## src/pcpt_regs.svh

```systemverilog
// Constants for the peak-current pulse-width timing core
`ifndef PCPT_REGS_SVH
`define PCPT_REGS_SVH
`define PCPT_CLK_MHZ 100
`define PCPT_NOM_KHZ 100
`define PCPT_FLOOR_KHZ 66
`define PCPT_FB_MV_PER_CODE 250
`define PCPT_KNEE_MV 1700
`define PCPT_REDUCE_STEP_CYC 100
`define PCPT_BLANK_NS 300
`define PCPT_MAX_DUTY_NUM 3
`define PCPT_MAX_DUTY_DEN 4
`define PCPT_SLOPE_PCT 40
`define PCPT_JITTER_PCT 4
`define PCPT_JITTER_MS 4
`define PCPT_SOFT_START_MS 12
`define PCPT_SOFT_START_STEPS 4
`endif

```

## src/pcpt_pkg.sv

```systemverilog
// Types shared by the peak-current pulse-width timing core
package pcpt_pkg;
  typedef enum logic [1:0] {
    PCPT_OFF = 2'b00,
    PCPT_BLANK = 2'b01,
    PCPT_ARMED = 2'b10
  } pcpt_phase_type;
  typedef logic signed [7:0] pcpt_jitter_type;
  typedef logic [11:0] pcpt_period_type;
endpackage

```

## src/pcpt_core.sv

```systemverilog
// Fixed-frequency peak-current pulse-width timing core with blanking and jitter
//
// Overview of operation
// - Gate turns on only at oscillator tick
// - Current-above-feedback trip ends the pulse
// - Feedback comparator ignored during blanking interval
// - Every pulse lasts at least the blanking interval
// - Gate forced off at three quarters period
// - Nominal frequency; reduce below 1.7 V feedback
// - Reduced frequency clamps at floor frequency
// - Slope ramp beyond 40 percent on-time
// - No slope compensation in burst mode
// - Four percent jitter, pattern every 4 ms
// - Jitter off in soft-start, on afterward
// - Peak current limit trip ends pulse after synchroniser delay
// - Limit comparator also blanked after turn-on
// - Limit curve chosen by 40 percent on-time
// - Reduced delay compensation during burst mode
// - Soft-start ends when the 12 ms timer has run and soft-start done is set
`timescale 1ns/10ps
`include "pcpt_regs.svh"
module pcpt_core #(
  parameter int NOM_KHZ = `PCPT_NOM_KHZ,
  parameter int FLOOR_KHZ = `PCPT_FLOOR_KHZ,
  parameter int SS_CYCLES = `PCPT_SOFT_START_MS * `PCPT_CLK_MHZ * 1000,
  parameter int JIT_CYCLES = `PCPT_JITTER_MS * `PCPT_CLK_MHZ * 1000
) (
  input wire logic clk_sys,
  input wire logic arst_n,
  input wire logic current_above_feedback,
  input wire logic peak_current_limit_trip,
  input wire logic soft_start_done,
  input wire logic burst_low_power_mode,
  input wire logic [3:0] feedback_level,
  output logic gate_drive,
  output logic slope_comp_active,
  output logic [11:0] slope_ramp,
  output logic limit_curve_high_duty,
  output logic prop_comp_reduced,
  output logic jitter_active
);
  localparam int NOM_PERIOD = `PCPT_CLK_MHZ * 1000 / NOM_KHZ;
  localparam int FLOOR_PERIOD = `PCPT_CLK_MHZ * 1000 / FLOOR_KHZ;
  localparam int BLANK_CYC = (`PCPT_BLANK_NS * `PCPT_CLK_MHZ + 999) / 1000;
  localparam int KNEE_CODE = (`PCPT_KNEE_MV + `PCPT_FB_MV_PER_CODE - 1) / `PCPT_FB_MV_PER_CODE;
  localparam int JIT_AMP = NOM_PERIOD * `PCPT_JITTER_PCT / 100;
  localparam int JIT_STEP = JIT_CYCLES / (4 * JIT_AMP);

  ////////////////////////////////////////////////////////////////////////////
  // Three-stage sampling of asynchronous inputs; a change is taken only once
  // stages two and three agree, which also rejects one-cycle comparator chatter
  logic [3:0] async_in;
  logic [3:0] sync1_reg;
  logic [3:0] sync2_reg;
  logic [3:0] sync3_reg;
  logic [3:0] clean_reg;
  logic [3:0] clean_next;
  assign async_in = {burst_low_power_mode, soft_start_done, peak_current_limit_trip,
                     current_above_feedback};

  genvar gi;
  generate
    for (gi = 0; gi < 4; gi++) begin : g_sync
      always_comb begin
        clean_next[gi] = clean_reg[gi];
        if (sync2_reg[gi] == sync3_reg[gi]) begin
          clean_next[gi] = sync3_reg[gi];
        end
      end

      always_ff @(posedge clk_sys or negedge arst_n) begin
        if (!arst_n) begin
          sync1_reg[gi] <= 1'b0;
          sync2_reg[gi] <= 1'b0;
          sync3_reg[gi] <= 1'b0;
          clean_reg[gi] <= 1'b0;
        end else begin
          sync1_reg[gi] <= async_in[gi];
          sync2_reg[gi] <= sync1_reg[gi];
          sync3_reg[gi] <= sync2_reg[gi];
          clean_reg[gi] <= clean_next[gi];
        end
      end
    end
  endgenerate

  logic pwm_trip;
  logic limit_trip;
  logic ss_done_in;
  logic burst;
  assign pwm_trip = clean_reg[0];
  assign limit_trip = clean_reg[1];
  assign ss_done_in = clean_reg[2];
  assign burst = clean_reg[3];

  ////////////////////////////////////////////////////////////////////////////
  // Soft-start timer; normal operation needs both the timer and the done input
  logic [23:0] ss_cnt_reg;
  logic [23:0] ss_cnt_next;
  logic normal_reg;
  logic normal_next;

  always_comb begin
    ss_cnt_next = ss_cnt_reg;
    if (ss_cnt_reg != 24'(SS_CYCLES)) begin
      ss_cnt_next = ss_cnt_reg + 24'h000001;
    end
    normal_next = (ss_cnt_reg == 24'(SS_CYCLES)) && ss_done_in;
  end

  always_ff @(posedge clk_sys or negedge arst_n) begin
    if (!arst_n) begin
      ss_cnt_reg <= 24'h000000;
      normal_reg <= 1'b0;
    end else begin
      ss_cnt_reg <= ss_cnt_next;
      normal_reg <= normal_next;
    end
  end

  pcpt_pkg::pcpt_jitter_type jit_offset;

  pcpt_jitter #(
    .AMP_CYC(JIT_AMP),
    .STEP_CYC(JIT_STEP)
  ) u_jitter (
    .clk_sys(clk_sys),
    .arst_n(arst_n),
    .enable(normal_reg),
    .offset(jit_offset)
  );

  ////////////////////////////////////////////////////////////////////////////
  // Feedback-to-period lookup: full rate above the knee, longer period per
  // code below it, clamped at the floor period
  function automatic pcpt_pkg::pcpt_period_type period_lookup(input logic [3:0] code);
    logic [15:0] longer;
    longer = 16'h0000;
    if (int'(code) >= KNEE_CODE) begin
      period_lookup = 12'(NOM_PERIOD);
    end else begin
      longer = 16'(NOM_PERIOD) + 16'((KNEE_CODE - int'(code)) * `PCPT_REDUCE_STEP_CYC);
      if (longer > 16'(FLOOR_PERIOD)) begin
        period_lookup = 12'(FLOOR_PERIOD);
      end else begin
        period_lookup = longer[11:0];
      end
    end
  endfunction

  ////////////////////////////////////////////////////////////////////////////
  // Period counter and gate state; limits are latched per period so that a
  // feedback change mid-pulse cannot move the duty limit under a running pulse
  pcpt_pkg::pcpt_phase_type phase_reg;
  pcpt_pkg::pcpt_phase_type phase_next;
  logic [11:0] cnt_reg;
  logic [11:0] cnt_next;
  logic [11:0] period_reg;
  logic [11:0] period_next;
  logic [11:0] dmax_reg;
  logic [11:0] dmax_next;
  logic [11:0] p40_reg;
  logic [11:0] p40_next;
  logic [13:0] period_jit;
  logic tick;

  assign tick = (cnt_reg == period_reg - 12'h001);

  always_comb begin
    cnt_next = cnt_reg + 12'h001;
    period_next = period_reg;
    dmax_next = dmax_reg;
    p40_next = p40_reg;
    phase_next = phase_reg;
    period_jit = 14'($signed({2'b00, period_lookup(feedback_level)}) + 14'(jit_offset));
    if (tick) begin
      cnt_next = 12'h000;
      period_next = period_jit[11:0];
      // Products are formed at 20 bits: 14 bits overflow at 40 % of any real period
      dmax_next = 12'((20'(period_jit) * 20'(`PCPT_MAX_DUTY_NUM)) / 20'(`PCPT_MAX_DUTY_DEN));
      p40_next = 12'((20'(period_jit) * 20'(`PCPT_SLOPE_PCT)) / 20'h00064);
      phase_next = pcpt_pkg::PCPT_BLANK;
    end else begin
      case (phase_reg)
        pcpt_pkg::PCPT_BLANK: begin
          // Trips are masked here, so the pulse lasts BLANK_CYC at least
          if (cnt_reg >= dmax_reg - 12'h001) begin
            phase_next = pcpt_pkg::PCPT_OFF;
          end else if (cnt_reg >= 12'(BLANK_CYC - 1)) begin
            phase_next = pcpt_pkg::PCPT_ARMED;
          end
        end
        pcpt_pkg::PCPT_ARMED: begin
          if (limit_trip) begin
            phase_next = pcpt_pkg::PCPT_OFF;
          end else if (pwm_trip) begin
            phase_next = pcpt_pkg::PCPT_OFF;
          end else if (cnt_reg >= dmax_reg - 12'h001) begin
            phase_next = pcpt_pkg::PCPT_OFF;
          end
        end
        default: begin
          phase_next = pcpt_pkg::PCPT_OFF;
        end
      endcase
    end
  end

  always_ff @(posedge clk_sys or negedge arst_n) begin
    if (!arst_n) begin
      phase_reg <= pcpt_pkg::PCPT_OFF;
      cnt_reg <= 12'h000;
      period_reg <= 12'(NOM_PERIOD);
      dmax_reg <= 12'(NOM_PERIOD * `PCPT_MAX_DUTY_NUM / `PCPT_MAX_DUTY_DEN);
      p40_reg <= 12'(NOM_PERIOD * `PCPT_SLOPE_PCT / 100);
    end else begin
      phase_reg <= phase_next;
      cnt_reg <= cnt_next;
      period_reg <= period_next;
      dmax_reg <= dmax_next;
      p40_reg <= p40_next;
    end
  end

  ////////////////////////////////////////////////////////////////////////////
  // Registered outputs: gate, slope ramp and current-limit curve selection
  logic gate_next;
  logic slope_act_next;
  logic [11:0] ramp_next;
  logic curve_next;
  logic past40;

  always_comb begin
    gate_next = (phase_next != pcpt_pkg::PCPT_OFF);
    past40 = (phase_next != pcpt_pkg::PCPT_OFF) && (cnt_next > p40_next);
    slope_act_next = past40 && !burst;
    ramp_next = 12'h000;
    if (slope_act_next) begin
      ramp_next = cnt_next - p40_next;
    end
    // Curve holds its choice after turn-off until the next tick clears it
    curve_next = limit_curve_high_duty;
    if (tick) begin
      curve_next = 1'b0;
    end else if (past40) begin
      curve_next = 1'b1;
    end
  end

  always_ff @(posedge clk_sys or negedge arst_n) begin
    if (!arst_n) begin
      gate_drive <= 1'b0;
      slope_comp_active <= 1'b0;
      slope_ramp <= 12'h000;
      limit_curve_high_duty <= 1'b0;
      prop_comp_reduced <= 1'b0;
      jitter_active <= 1'b0;
    end else begin
      gate_drive <= gate_next;
      slope_comp_active <= slope_act_next;
      slope_ramp <= ramp_next;
      limit_curve_high_duty <= curve_next;
      prop_comp_reduced <= burst;
      jitter_active <= normal_reg;
    end
  end
endmodule

```

## src/pcpt_jitter.sv

```systemverilog
// Triangle jitter offset generator for the switching period
`timescale 1ns/10ps
module pcpt_jitter #(
  parameter int AMP_CYC = 40,
  parameter int STEP_CYC = 2500
) (
  input wire logic clk_sys,
  input wire logic arst_n,
  input wire logic enable,
  output pcpt_pkg::pcpt_jitter_type offset
);
  logic [15:0] div_reg;
  logic [15:0] div_next;
  pcpt_pkg::pcpt_jitter_type off_reg;
  pcpt_pkg::pcpt_jitter_type off_next;
  logic up_reg;
  logic up_next;
  localparam pcpt_pkg::pcpt_jitter_type AMP = pcpt_pkg::pcpt_jitter_type'(AMP_CYC);

  ////////////////////////////////////////////////////////////////////////////
  // Walk 0 -> +AMP -> -AMP -> 0; four ramps of AMP steps make one pattern
  always_comb begin
    div_next = div_reg;
    off_next = off_reg;
    up_next = up_reg;
    if (!enable) begin
      div_next = 16'h0000; // Restart from centre so the pattern starts clean
      off_next = 8'sh00;
      up_next = 1'b1;
    end else if (div_reg == 16'(STEP_CYC - 1)) begin
      div_next = 16'h0000;
      if (up_reg) begin
        off_next = off_reg + 8'sh01;
        if (off_reg == AMP - 8'sh01) begin
          up_next = 1'b0;
        end
      end else begin
        off_next = off_reg - 8'sh01;
        if (off_reg == -AMP + 8'sh01) begin
          up_next = 1'b1;
        end
      end
    end else begin
      div_next = div_reg + 16'h0001;
    end
  end

  always_ff @(posedge clk_sys or negedge arst_n) begin
    if (!arst_n) begin
      div_reg <= 16'h0000;
      off_reg <= 8'sh00;
      up_reg <= 1'b1;
    end else begin
      div_reg <= div_next;
      off_reg <= off_next;
      up_reg <= up_next;
    end
  end

  assign offset = off_reg;
endmodule

```

## config.mk

```make
export PLATFORM = sky130hd
export DESIGN_NAME = pcpt_core
export DESIGN_NICKNAME = d
export VERILOG_FILES = /design/src/pcpt_pkg.sv /design/src/pcpt_core.sv /design/src/pcpt_jitter.sv
export VERILOG_INCLUDE_DIRS = /design/src
export SDC_FILE = /design/constraint.sdc
export NUM_CORES = 1
export LEC_CHECK = 0
export BUFFER_PORTS_ARGS = -buffer_cell sky130_fd_sc_hd__buf_2
export CAP_MARGIN = 20
export CORE_ASPECT_RATIO = 1.1
export CORE_UTILIZATION = 45
export DETAILED_ROUTE_END_ITERATION = 8
export PLACE_DENSITY = 0.62
export SETUP_SLACK_MARGIN = 0.1
export SLEW_MARGIN = 20
export SYNTH_ARGS = -nofsm -noshare
export SYNTH_HDL_FRONTEND = slang
export SYNTH_SLANG_ARGS = --single-unit
```

## constraint.sdc

```tcl
create_clock -name clk_sys -period 45.1 [get_ports clk_sys]
set_input_delay 2.255 -clock clk_sys [delete_from_list [all_inputs] [get_ports clk_sys]]
set_output_delay 2.255 -clock clk_sys [all_outputs]
set_load 0.01 [all_outputs]
```

After elaboration in Yosys (flattened, before gate mapping)
Index checks and enable logic that the tools add are counted.

word-level totals
  bits in registers = 133
  bits in latches = 0
  RAM bits = 0
  memory bits (read-only) = 0
  input bits = 10
  word-level logic and storage cells = 95
  memories kept = 0

operators by class
  add/sub/neg operators = 11
  multiply operators = 3
  divide/modulo/power cells = 1
  order comparisons = 5
  equality and inequality tests = 13
  shifts and indexed selects = 0
  multiplexer cells = 24
  bitwise operators = 0
  reduce and logical (&&, ||, !) cells = 6

operators with widths
  kind                      number
  $mux W12                  5
  $mux W16                  2
  $add A24 B1 Y24 const B   1
  $eq A24 B21 Y1 const B    1
  $mux W8                   3
  $ne A24 B21 Y1 const B    1
  $sub A12 B1 Y12 const B   2
  $div A20 B7 Y20 const B   1
  $mul A14 B3 Y17 const B   1
  $add A16 B1 Y16 const B   1
  $eq A16 B12 Y1 const B    1
  $eq A8 B7 Y1 const B      2
  $gt A16 B11 Y1 const B    1
  $add A11 B13 Y14 const A  1
  $add A13 B8 Y14           1
  $mul A14 B2 Y14 const B   1
  $add A12 B1 Y12 const B   1
  $eq A12 B12 Y1            1
  $ge A12 B12 Y1            1
  $ge A12 B5 Y1 const B     1
  $gt A12 B12 Y1            1
  $mux W2                   6
  $sub A12 B12 Y12          1
  $mul A5 B6 Y11 const B    1
  other kinds (13)          25

Logic depth before layout (Yosys ltp)
Gate-level depths: netlist (run 1).

  depth after elaboration = 14
  depth in mapped cells = 92
  gate-level depth less buffers = 89

Hierarchy
Synthesis (run 1) repeated with hierarchy kept, for this count alone.

unflattened totals
  cell total of the unflattened synthesis = 1390
  area, all modules = 12096.6 sq um

modules (own cells, without submodules)
  module       instances  cells each  area each (sq um)  seq. area each (sq um)
  pcpt_core    1          1235        10610.2            2722.6
  pcpt_jitter  1          155         1486.4             626.9

Least setup slack after synthesis (run 1)
Ideal clock, no wire load.

  kind = input to register
  start = input feedback_level[3]
  end = register slope_ramp[11]
  arrival time = 18.981 ns
  path slack = 25.987 ns
  stages on the path = 87
  buffers on the path = 4
  cell sequence = inv_1 ha_1 inv_1 ha_1 ha_1 ha_1 inv_1 fa_1 xor2_1 nand3_1 nor2_1 o31ai_1 o31ai_1 o221ai_1 o31ai_1 a211oi_1 and2_1 ha_1 [51 not listed] ha_1 inv_1 fa_1 a21o_1 a21o_1 a21o_1 a21oi_1 o21bai_1 a21oi_1 o21bai_1 a21oi_1 nor2b_1 o21ai_0 nand2b_1 o311ai_0 or2_2 clkbuf_1 nor2_1

on the way
  longest elaborated chain between the ends = 14
  elaborated cells between the ends (all ways) = 16

ends and longest elaborated chain
  element                   line              text
  start, declared           pcpt_core.sv:34   input wire logic [3:0] feedback_level,
  $sub A3 B4 Y5             pcpt_core.sv:142  longer = 16'(NOM_PERIOD) + 16'((KNEE_CODE - int'(code)) * `PCPT_REDUCE_STEP_CYC);
  $mul A5 B6 Y11 (no line)  n/a
  $add A11 B13 Y14          pcpt_core.sv:142
  $gt A16 B11 Y1            pcpt_core.sv:143  if (longer > 16'(FLOOR_PERIOD)) begin
  $mux W12                  pcpt_core.sv:143
  $mux W12 (*)              pcpt_core.sv:139  if (int'(code) >= KNEE_CODE) begin
  $add A13 B8 Y14 (*)       pcpt_core.sv:175  period_jit = 14'($signed({2'b00, period_lookup(feedback_level)}) + 14'(jit_offset));
  $mul A14 B3 Y17 (*)       pcpt_core.sv:181  p40_next = 12'((20'(period_jit) * 20'(`PCPT_SLOPE_PCT)) / 20'h00064);
  $div A20 B7 Y20 (*)       pcpt_core.sv:181
  $mux W12 (*)              pcpt_core.sv:176  if (tick) begin
  via p40_next[0]           pcpt_core.sv:163  logic [11:0] p40_next;
  $gt A12 B12 Y1            pcpt_core.sv:235  past40 = (phase_next != pcpt_pkg::PCPT_OFF) && (cnt_next > p40_next);
  $logic_and A1 B1 Y1       pcpt_core.sv:235
  $logic_and A1 B1 Y1       pcpt_core.sv:236  slope_act_next = past40 && !burst;
  $mux W12 (*)              pcpt_core.sv:238  if (slope_act_next) begin
  via ramp_next[11]         pcpt_core.sv:229  logic [11:0] ramp_next;
  end signal, assigned      pcpt_core.sv:261  slope_ramp <= ramp_next;
  end, declared             pcpt_core.sv:37   output logic [11:0] slope_ramp,

The timed path passes the listed nets; every way through them passes the cells marked *.
A chain may end at the register's enable or synchronous reset.

Final worst setup path (run 1)
  start = input feedback_level[3]
  end = register slope_ramp[1]

on the way
  longest elaborated chain between the ends = 14
  elaborated cells between the ends (all ways) = 16

ends and longest elaborated chain
  element                   line              text
  $sub A3 B4 Y5             pcpt_core.sv:142
  $mul A5 B6 Y11 (no line)  n/a
  $add A11 B13 Y14          pcpt_core.sv:142
  $gt A16 B11 Y1            pcpt_core.sv:143
  $mux W12                  pcpt_core.sv:143
  $mux W12 (*)              pcpt_core.sv:139
  $add A13 B8 Y14 (*)       pcpt_core.sv:175
  $mul A14 B3 Y17 (*)       pcpt_core.sv:181
  $div A20 B7 Y20 (*)       pcpt_core.sv:181
  $mux W12 (*)              pcpt_core.sv:176
  via p40_next[0]           pcpt_core.sv:163
  $gt A12 B12 Y1 (*)        pcpt_core.sv:235
  $logic_and A1 B1 Y1 (*)   pcpt_core.sv:235
  $logic_and A1 B1 Y1 (*)   pcpt_core.sv:236
  via slope_act_next        pcpt_core.sv:228  logic slope_act_next;
  $mux W12 (*)              pcpt_core.sv:238
  via ramp_next[1]          pcpt_core.sv:229

Marks and branches as above.

==> metrics, run 1 <==
Avg Inst Size Synth 8.59 um2; final net count 1599; CTS max path bufs 2; H-tree depth 4; Ys Warns 0; largest net degree at the start of global routing 77; max-cap viol count 0; final wirelength 30100 um; DP Area 13200 um2; grt total ovfl 0; RSZ-0062 raised after global routing false; WHS 0.343 ns; Core Rows 64; die height 178 um; TritonCTS clock tree done; CP required 45.42 ns; CP max stage cell a21oi_1; max reg flops 24; Yosys cell types 113; Worst Tran Pin Value 1.08 ns; fin crit share 47.7%; Final HPWL DP 22900 um; Slew Viols, Final 0; # clock sinks 133; endpoint type of the worst setup path flip-flop; post-CTS setup repair buffer count 0; initial cell density of the core 45.7%; Post-Synthesis Cells 1480; Synth-to-Final Area Change 8.67%; hold buffer count at CTS 0; Max Fclk 0.0465 GHz; DR iter-0 viols 764; Design Area, Final 13800 um2; IO Port Bufs 26; setup slack, reg-to-reg 28.42 ns; Setup Crit Path Kind in2reg; WL/cell 16.2 um; vias in the first global route 10500; global-route wire length before repair 50500 um; skew final 0.0104 ns; commonest non-fill, non-tap cell in the layout nor2_1; Post-synth EDFFs 0; core area 27800 um2; minimum clock period 21.53 ns; Critical Path Source Type input port; outcome completed; antenna diode count 0; drt pass-1 iters 5; layout cell share with drive strength beyond 1 10.9%; CTS clock-pin slew for the worst setup and hold paths 0.06 ns; initial antenna violation count 0; setup violators final 0; post_cts resized 0; DRT antenna net count 0; Mapped Area 12700 um2; CP Data Arrival Time 21.84 ns; fillcell total 2582; slew margin rel. 27.5%; multiplexer share of the synthesized area 1.93%; # IOs 27; Max FO, Critical Path 13; DRC 0; Synth Register Bits 133; syn_nets 1591; FFs w/ async S/R, synth 100%; clock root buffer master clkbuf_16; Simple-Gate Fraction of Synth Area 20.6%; Main synth FF type dfrtp_1; Num CTS Buffers 17; GRT Total Usage 21.2%; Worst-Skew Late Latency 0.42 ns; Synth Area in Compound Gates 26.1%; Die X 162 um; Hold Path Class reg2reg; crit-path max cell delay 0.72 ns; DR vias/cell 5.98; die area 28900 um2; Synth Area in Adders 10.9%; Placer Congestion 0.885; largest family of logic cells by synthesized area compound AO/OA/AOI/OAI gates; most frequent cells in the layout nor2_1, dfrtp_1, nand2_1; Fin. Hold Viols 0; vias 11100; setup TNS 0 ns; Post-Synth XOR/XNOR Area 10.5%; sequential-to-total area share from yosys stat 26.3%
==> layout make-up <==
class,count,area (um2),area share (%)
flip-flops and latches,133,3350,24.2
repair buffers,31,174,1.26
well taps,363,454,3.29
inverters,70,263,1.90
clock inverters,11,198,1.43
clock buffers,21,460,3.33
multi-input cells,1235,8920,64.5
==> per-layer routing <==
metal  wire length (um)  up-vias  global-route usage, %  share of wire, %
met4                700        0                   6.45               2.3
met5                  0        -                      0                 0
li1                   -     5506                      -                 -
met3               1000       59                   3.28               3.3
met2              14500      258                   36.2                48
met1              13900     5322                   27.4                46
==> kinds of logic (layout without fill, tap and decap cells) <==
family                     after synthesis  after routing
other                                    2              2
buffers and inverters                  112            133
adders and majority gates              108            108
DFF                                    133            133
AOI/OAI and AO/OA                      435            435
and+or+nand+nor                        519            519
muxes                                   21             21
xor gates and xnor gates               150            150
==> Yosys cell counts, types with 20 or more instances <==
library cell | count | area [um2]
xor2_1 | 51 | 447
nor2b_1 | 20 | 125
o211ai_1 | 20 | 150
nand2_1 | 111 | 417
ha_1 | 94 | 1180
dfrtp_1 | 116 | 2900
o21ai_0 | 70 | 350
a21o_1 | 46 | 345
nor3_1 | 45 | 225
a21oi_1 | 81 | 405
nor2_1 | 122 | 458
inv_1 | 67 | 251
and2_1 | 26 | 163
xnor2_1 | 97 | 850
nand3_1 | 60 | 300
clkbuf_1 | 28 | 105
nand4_1 | 35 | 219
==> path summary, 6_finish.rpt <==
kind / endpoint / startpoint / cells after the start
min in group asynchronous: sync1_reg[2] / arst_n / 1
worst max register to register: slope_ramp[1] / u_jitter.offset[0] / 69
worst max-delay path: slope_ramp[1] / feedback_level[3] / 85
max in group asynchronous: slope_ramp[4] / arst_n / 2
worst min register to register: sync2_reg[3] / sync1_reg[3] / 0
worst min-delay path: sync2_reg[3] / sync1_reg[3] / 0
==> per-stage QoR <==
stage | worst slack [ns] | util [%] | cells
2_1_floorplan | 25.99 | - | 1480
3_3_place_gp | 23.62 | 47.3 | 1832
3_5_place_dp | 23.37 | 47.3 | 1832
4_1_cts | 23.79 | 49.7 | 1864
5_1_grt | 21.97 | 49.7 | 1864
6_report | 23.57 | 49.7 | 1864
==> worst max-delay path, delay by kind of cell <==
| family | cells | cell delay [ns] |
|---|---|---|
| buffers and inverters | 7 | 0.59 |
| XOR/XNOR | 3 | 1.04 |
| multiplexers | 1 | 0.38 |
| AO/OA/AOI/OAI | 47 | 11.21 |
| AND/OR/NAND/NOR | 16 | 3.06 |
| adder cells (fa/ha/maj) | 11 | 3.33 |
Power of run 1 is left out: the tool's default activity adds up to more than one toggle a clock period on the data nets, which glitch-free logic cannot reach.
==> inputs of run 2 (changes only) <==
Clock period 45.1 ns to 22.3 ns, I/O delays scaled along.
==> metrics, run 2 (synthesis gave the netlist of run 1 again) <==
outcome completed; layout cell share with drive strength beyond 1 11.1% (+0.20 points); setup TNS 0 ns (unchanged); pre-CTS setup slack 1.55 ns (-21.82 ns); Max FO, Critical Path 13 (unchanged); clock root buffer master clkbuf_16; Placer Congestion 0.894 (+1.1%); Final Non-Filler Cells 1864 (unchanged); RSZ-0062 raised after global routing false; fin crit share 91.1%; CP required 22.62 ns (-22.80 ns); post-CTS setup repair buffer count 0 (unchanged); Worst Tran Pin Value 1.03 ns (-0.0529 ns); H-tree depth 4 (unchanged); Synth-to-Final Area Change 8.54%; setup ws final 1.99 ns (-21.59 ns); DRT antenna net count 0 (unchanged); antenna diode count 0 (unchanged); Worst-Skew Late Latency 0.42 ns (about the same); fillcell total 2634 (+2.0%); minimum clock period 20.31 ns; WL/cell 16.2 um (+0.12%); vias in the first global route 10400 (-0.91%); IO Port Bufs 26 (unchanged); # clock sinks 133 (unchanged); grt total ovfl 0 (unchanged); endpoint type of the worst setup path flip-flop; core area 27800 um2 (unchanged); drt pass-1 iters 6 (+1); CTS clock-pin slew for the worst setup and hold paths 0.06 ns (about the same); DR iter-0 viols 881 (+15%); CP Data Arrival Time 20.63 ns (-1.21 ns); Multi-input gate area 8920 um2 (about the same); max reg flops 24 (unchanged); Setup Crit Path Kind in2reg; slew margin rel. 31.0% (+3.5 points); Slew Viols, Final 0 (unchanged); DR vias/cell 5.94 (-0.64%); number of cells after detailed placement 1832 (unchanged); global-route wire length before repair 50800 um (+0.59%); # IOs 27 (unchanged); Die X 162 um (unchanged); final wirelength 30200 um (+0.12%); commonest non-fill, non-tap cell in the layout nor2_1; Final HPWL DP 23000 um (+0.57%); vias 11100 (-0.64%); CP max stage cell xor2_1; GRT Total Usage 21.2% (+0.043 points); most frequent cells in the layout nor2_1, dfrtp_1, nand2_1; Max Fclk 0.0492 GHz; crit-path max cell delay 0.68 ns (-0.04 ns); Num CTS Buffers 17 (unchanged); Core Rows 64 (unchanged); largest net degree at the start of global routing 71 (-7.8%); buffers plus inverters on the worst setup path 7 (unchanged); hold buffer count at CTS 0 (unchanged); CTS max path bufs 2 (unchanged); initial cell density of the core 45.7% (unchanged); die area 28900 um2 (unchanged); skew final 0.0103 ns (-0.0000529 ns); Hold Path Class reg2reg; die height 178 um (unchanged); max-cap viol count 0 (unchanged); Fin. Hold Viols 0 (unchanged); final net count 1599 (unchanged); Critical Path Source Type input port; FF+latch area 3350 um2 (unchanged); initial antenna violation count 0 (unchanged); Worst path top cell family by delay compound AO/OA/AOI/OAI gates; TritonCTS clock tree done; setup violators final 0 (unchanged); DRC 0 (unchanged)
## run 2: layout make-up
type / count / share of cell area (%)
Clock buffer: 18 / 3.18
Multi-Input combinational cell: 1235 / 64.6
Clock inverter: 14 / 1.44
Sequential cell: 133 / 24.3
Tap cell: 363 / 3.29
Timing Repair Buffer: 31 / 1.26
Inverter: 70 / 1.90
## run 2: repair_timing
item / CTS / global route
hold endpoints to repair: 0 / 0
endpoints found under the setup margin: 0 / 1
resized for setup: 0 / 1
## run 2: worst paths after layout
| kind | startpoint | depth (start not counted) | end | slack [ns] |
|---|---|---|---|---|
| worst min register to register | sync1_reg[3] | 0 | sync2_reg[3] | 0.34 |
| worst max register to register | u_jitter.offset[0] | 68 | slope_ramp[1] | 5.68 |
| min in group asynchronous | arst_n | 1 | sync1_reg[2] | 0.68 |
| worst max-delay path | feedback_level[3] | 83 | slope_ramp[1] | 1.99 |
| worst min-delay path | sync1_reg[3] | 0 | sync2_reg[3] | 0.34 |
| max in group asynchronous | arst_n | 2 | p40_reg[9] | 20.35 |
## run 2: layer usage
layer  wire [um]  global-route usage (%)  vias up
met2       14700                    36.3      244
met3         992                    2.51       33
li1            -                       -     5510
met5           0                       0        -
met1       14000                    28.3     5287
met4         446                    5.23        0
## run 2: through the flow
step	hold WS [ns]	util, %	cell area, um2
floorplan	0.331	-	12700
global placement	0.333	47.3	13200
detailed placement	0.335	47.3	13200
CTS	0.340	49.6	13800
global route	0.355	49.7	13800
finish	0.341	49.7	13800
Power of run 2 is left out for the same reason.
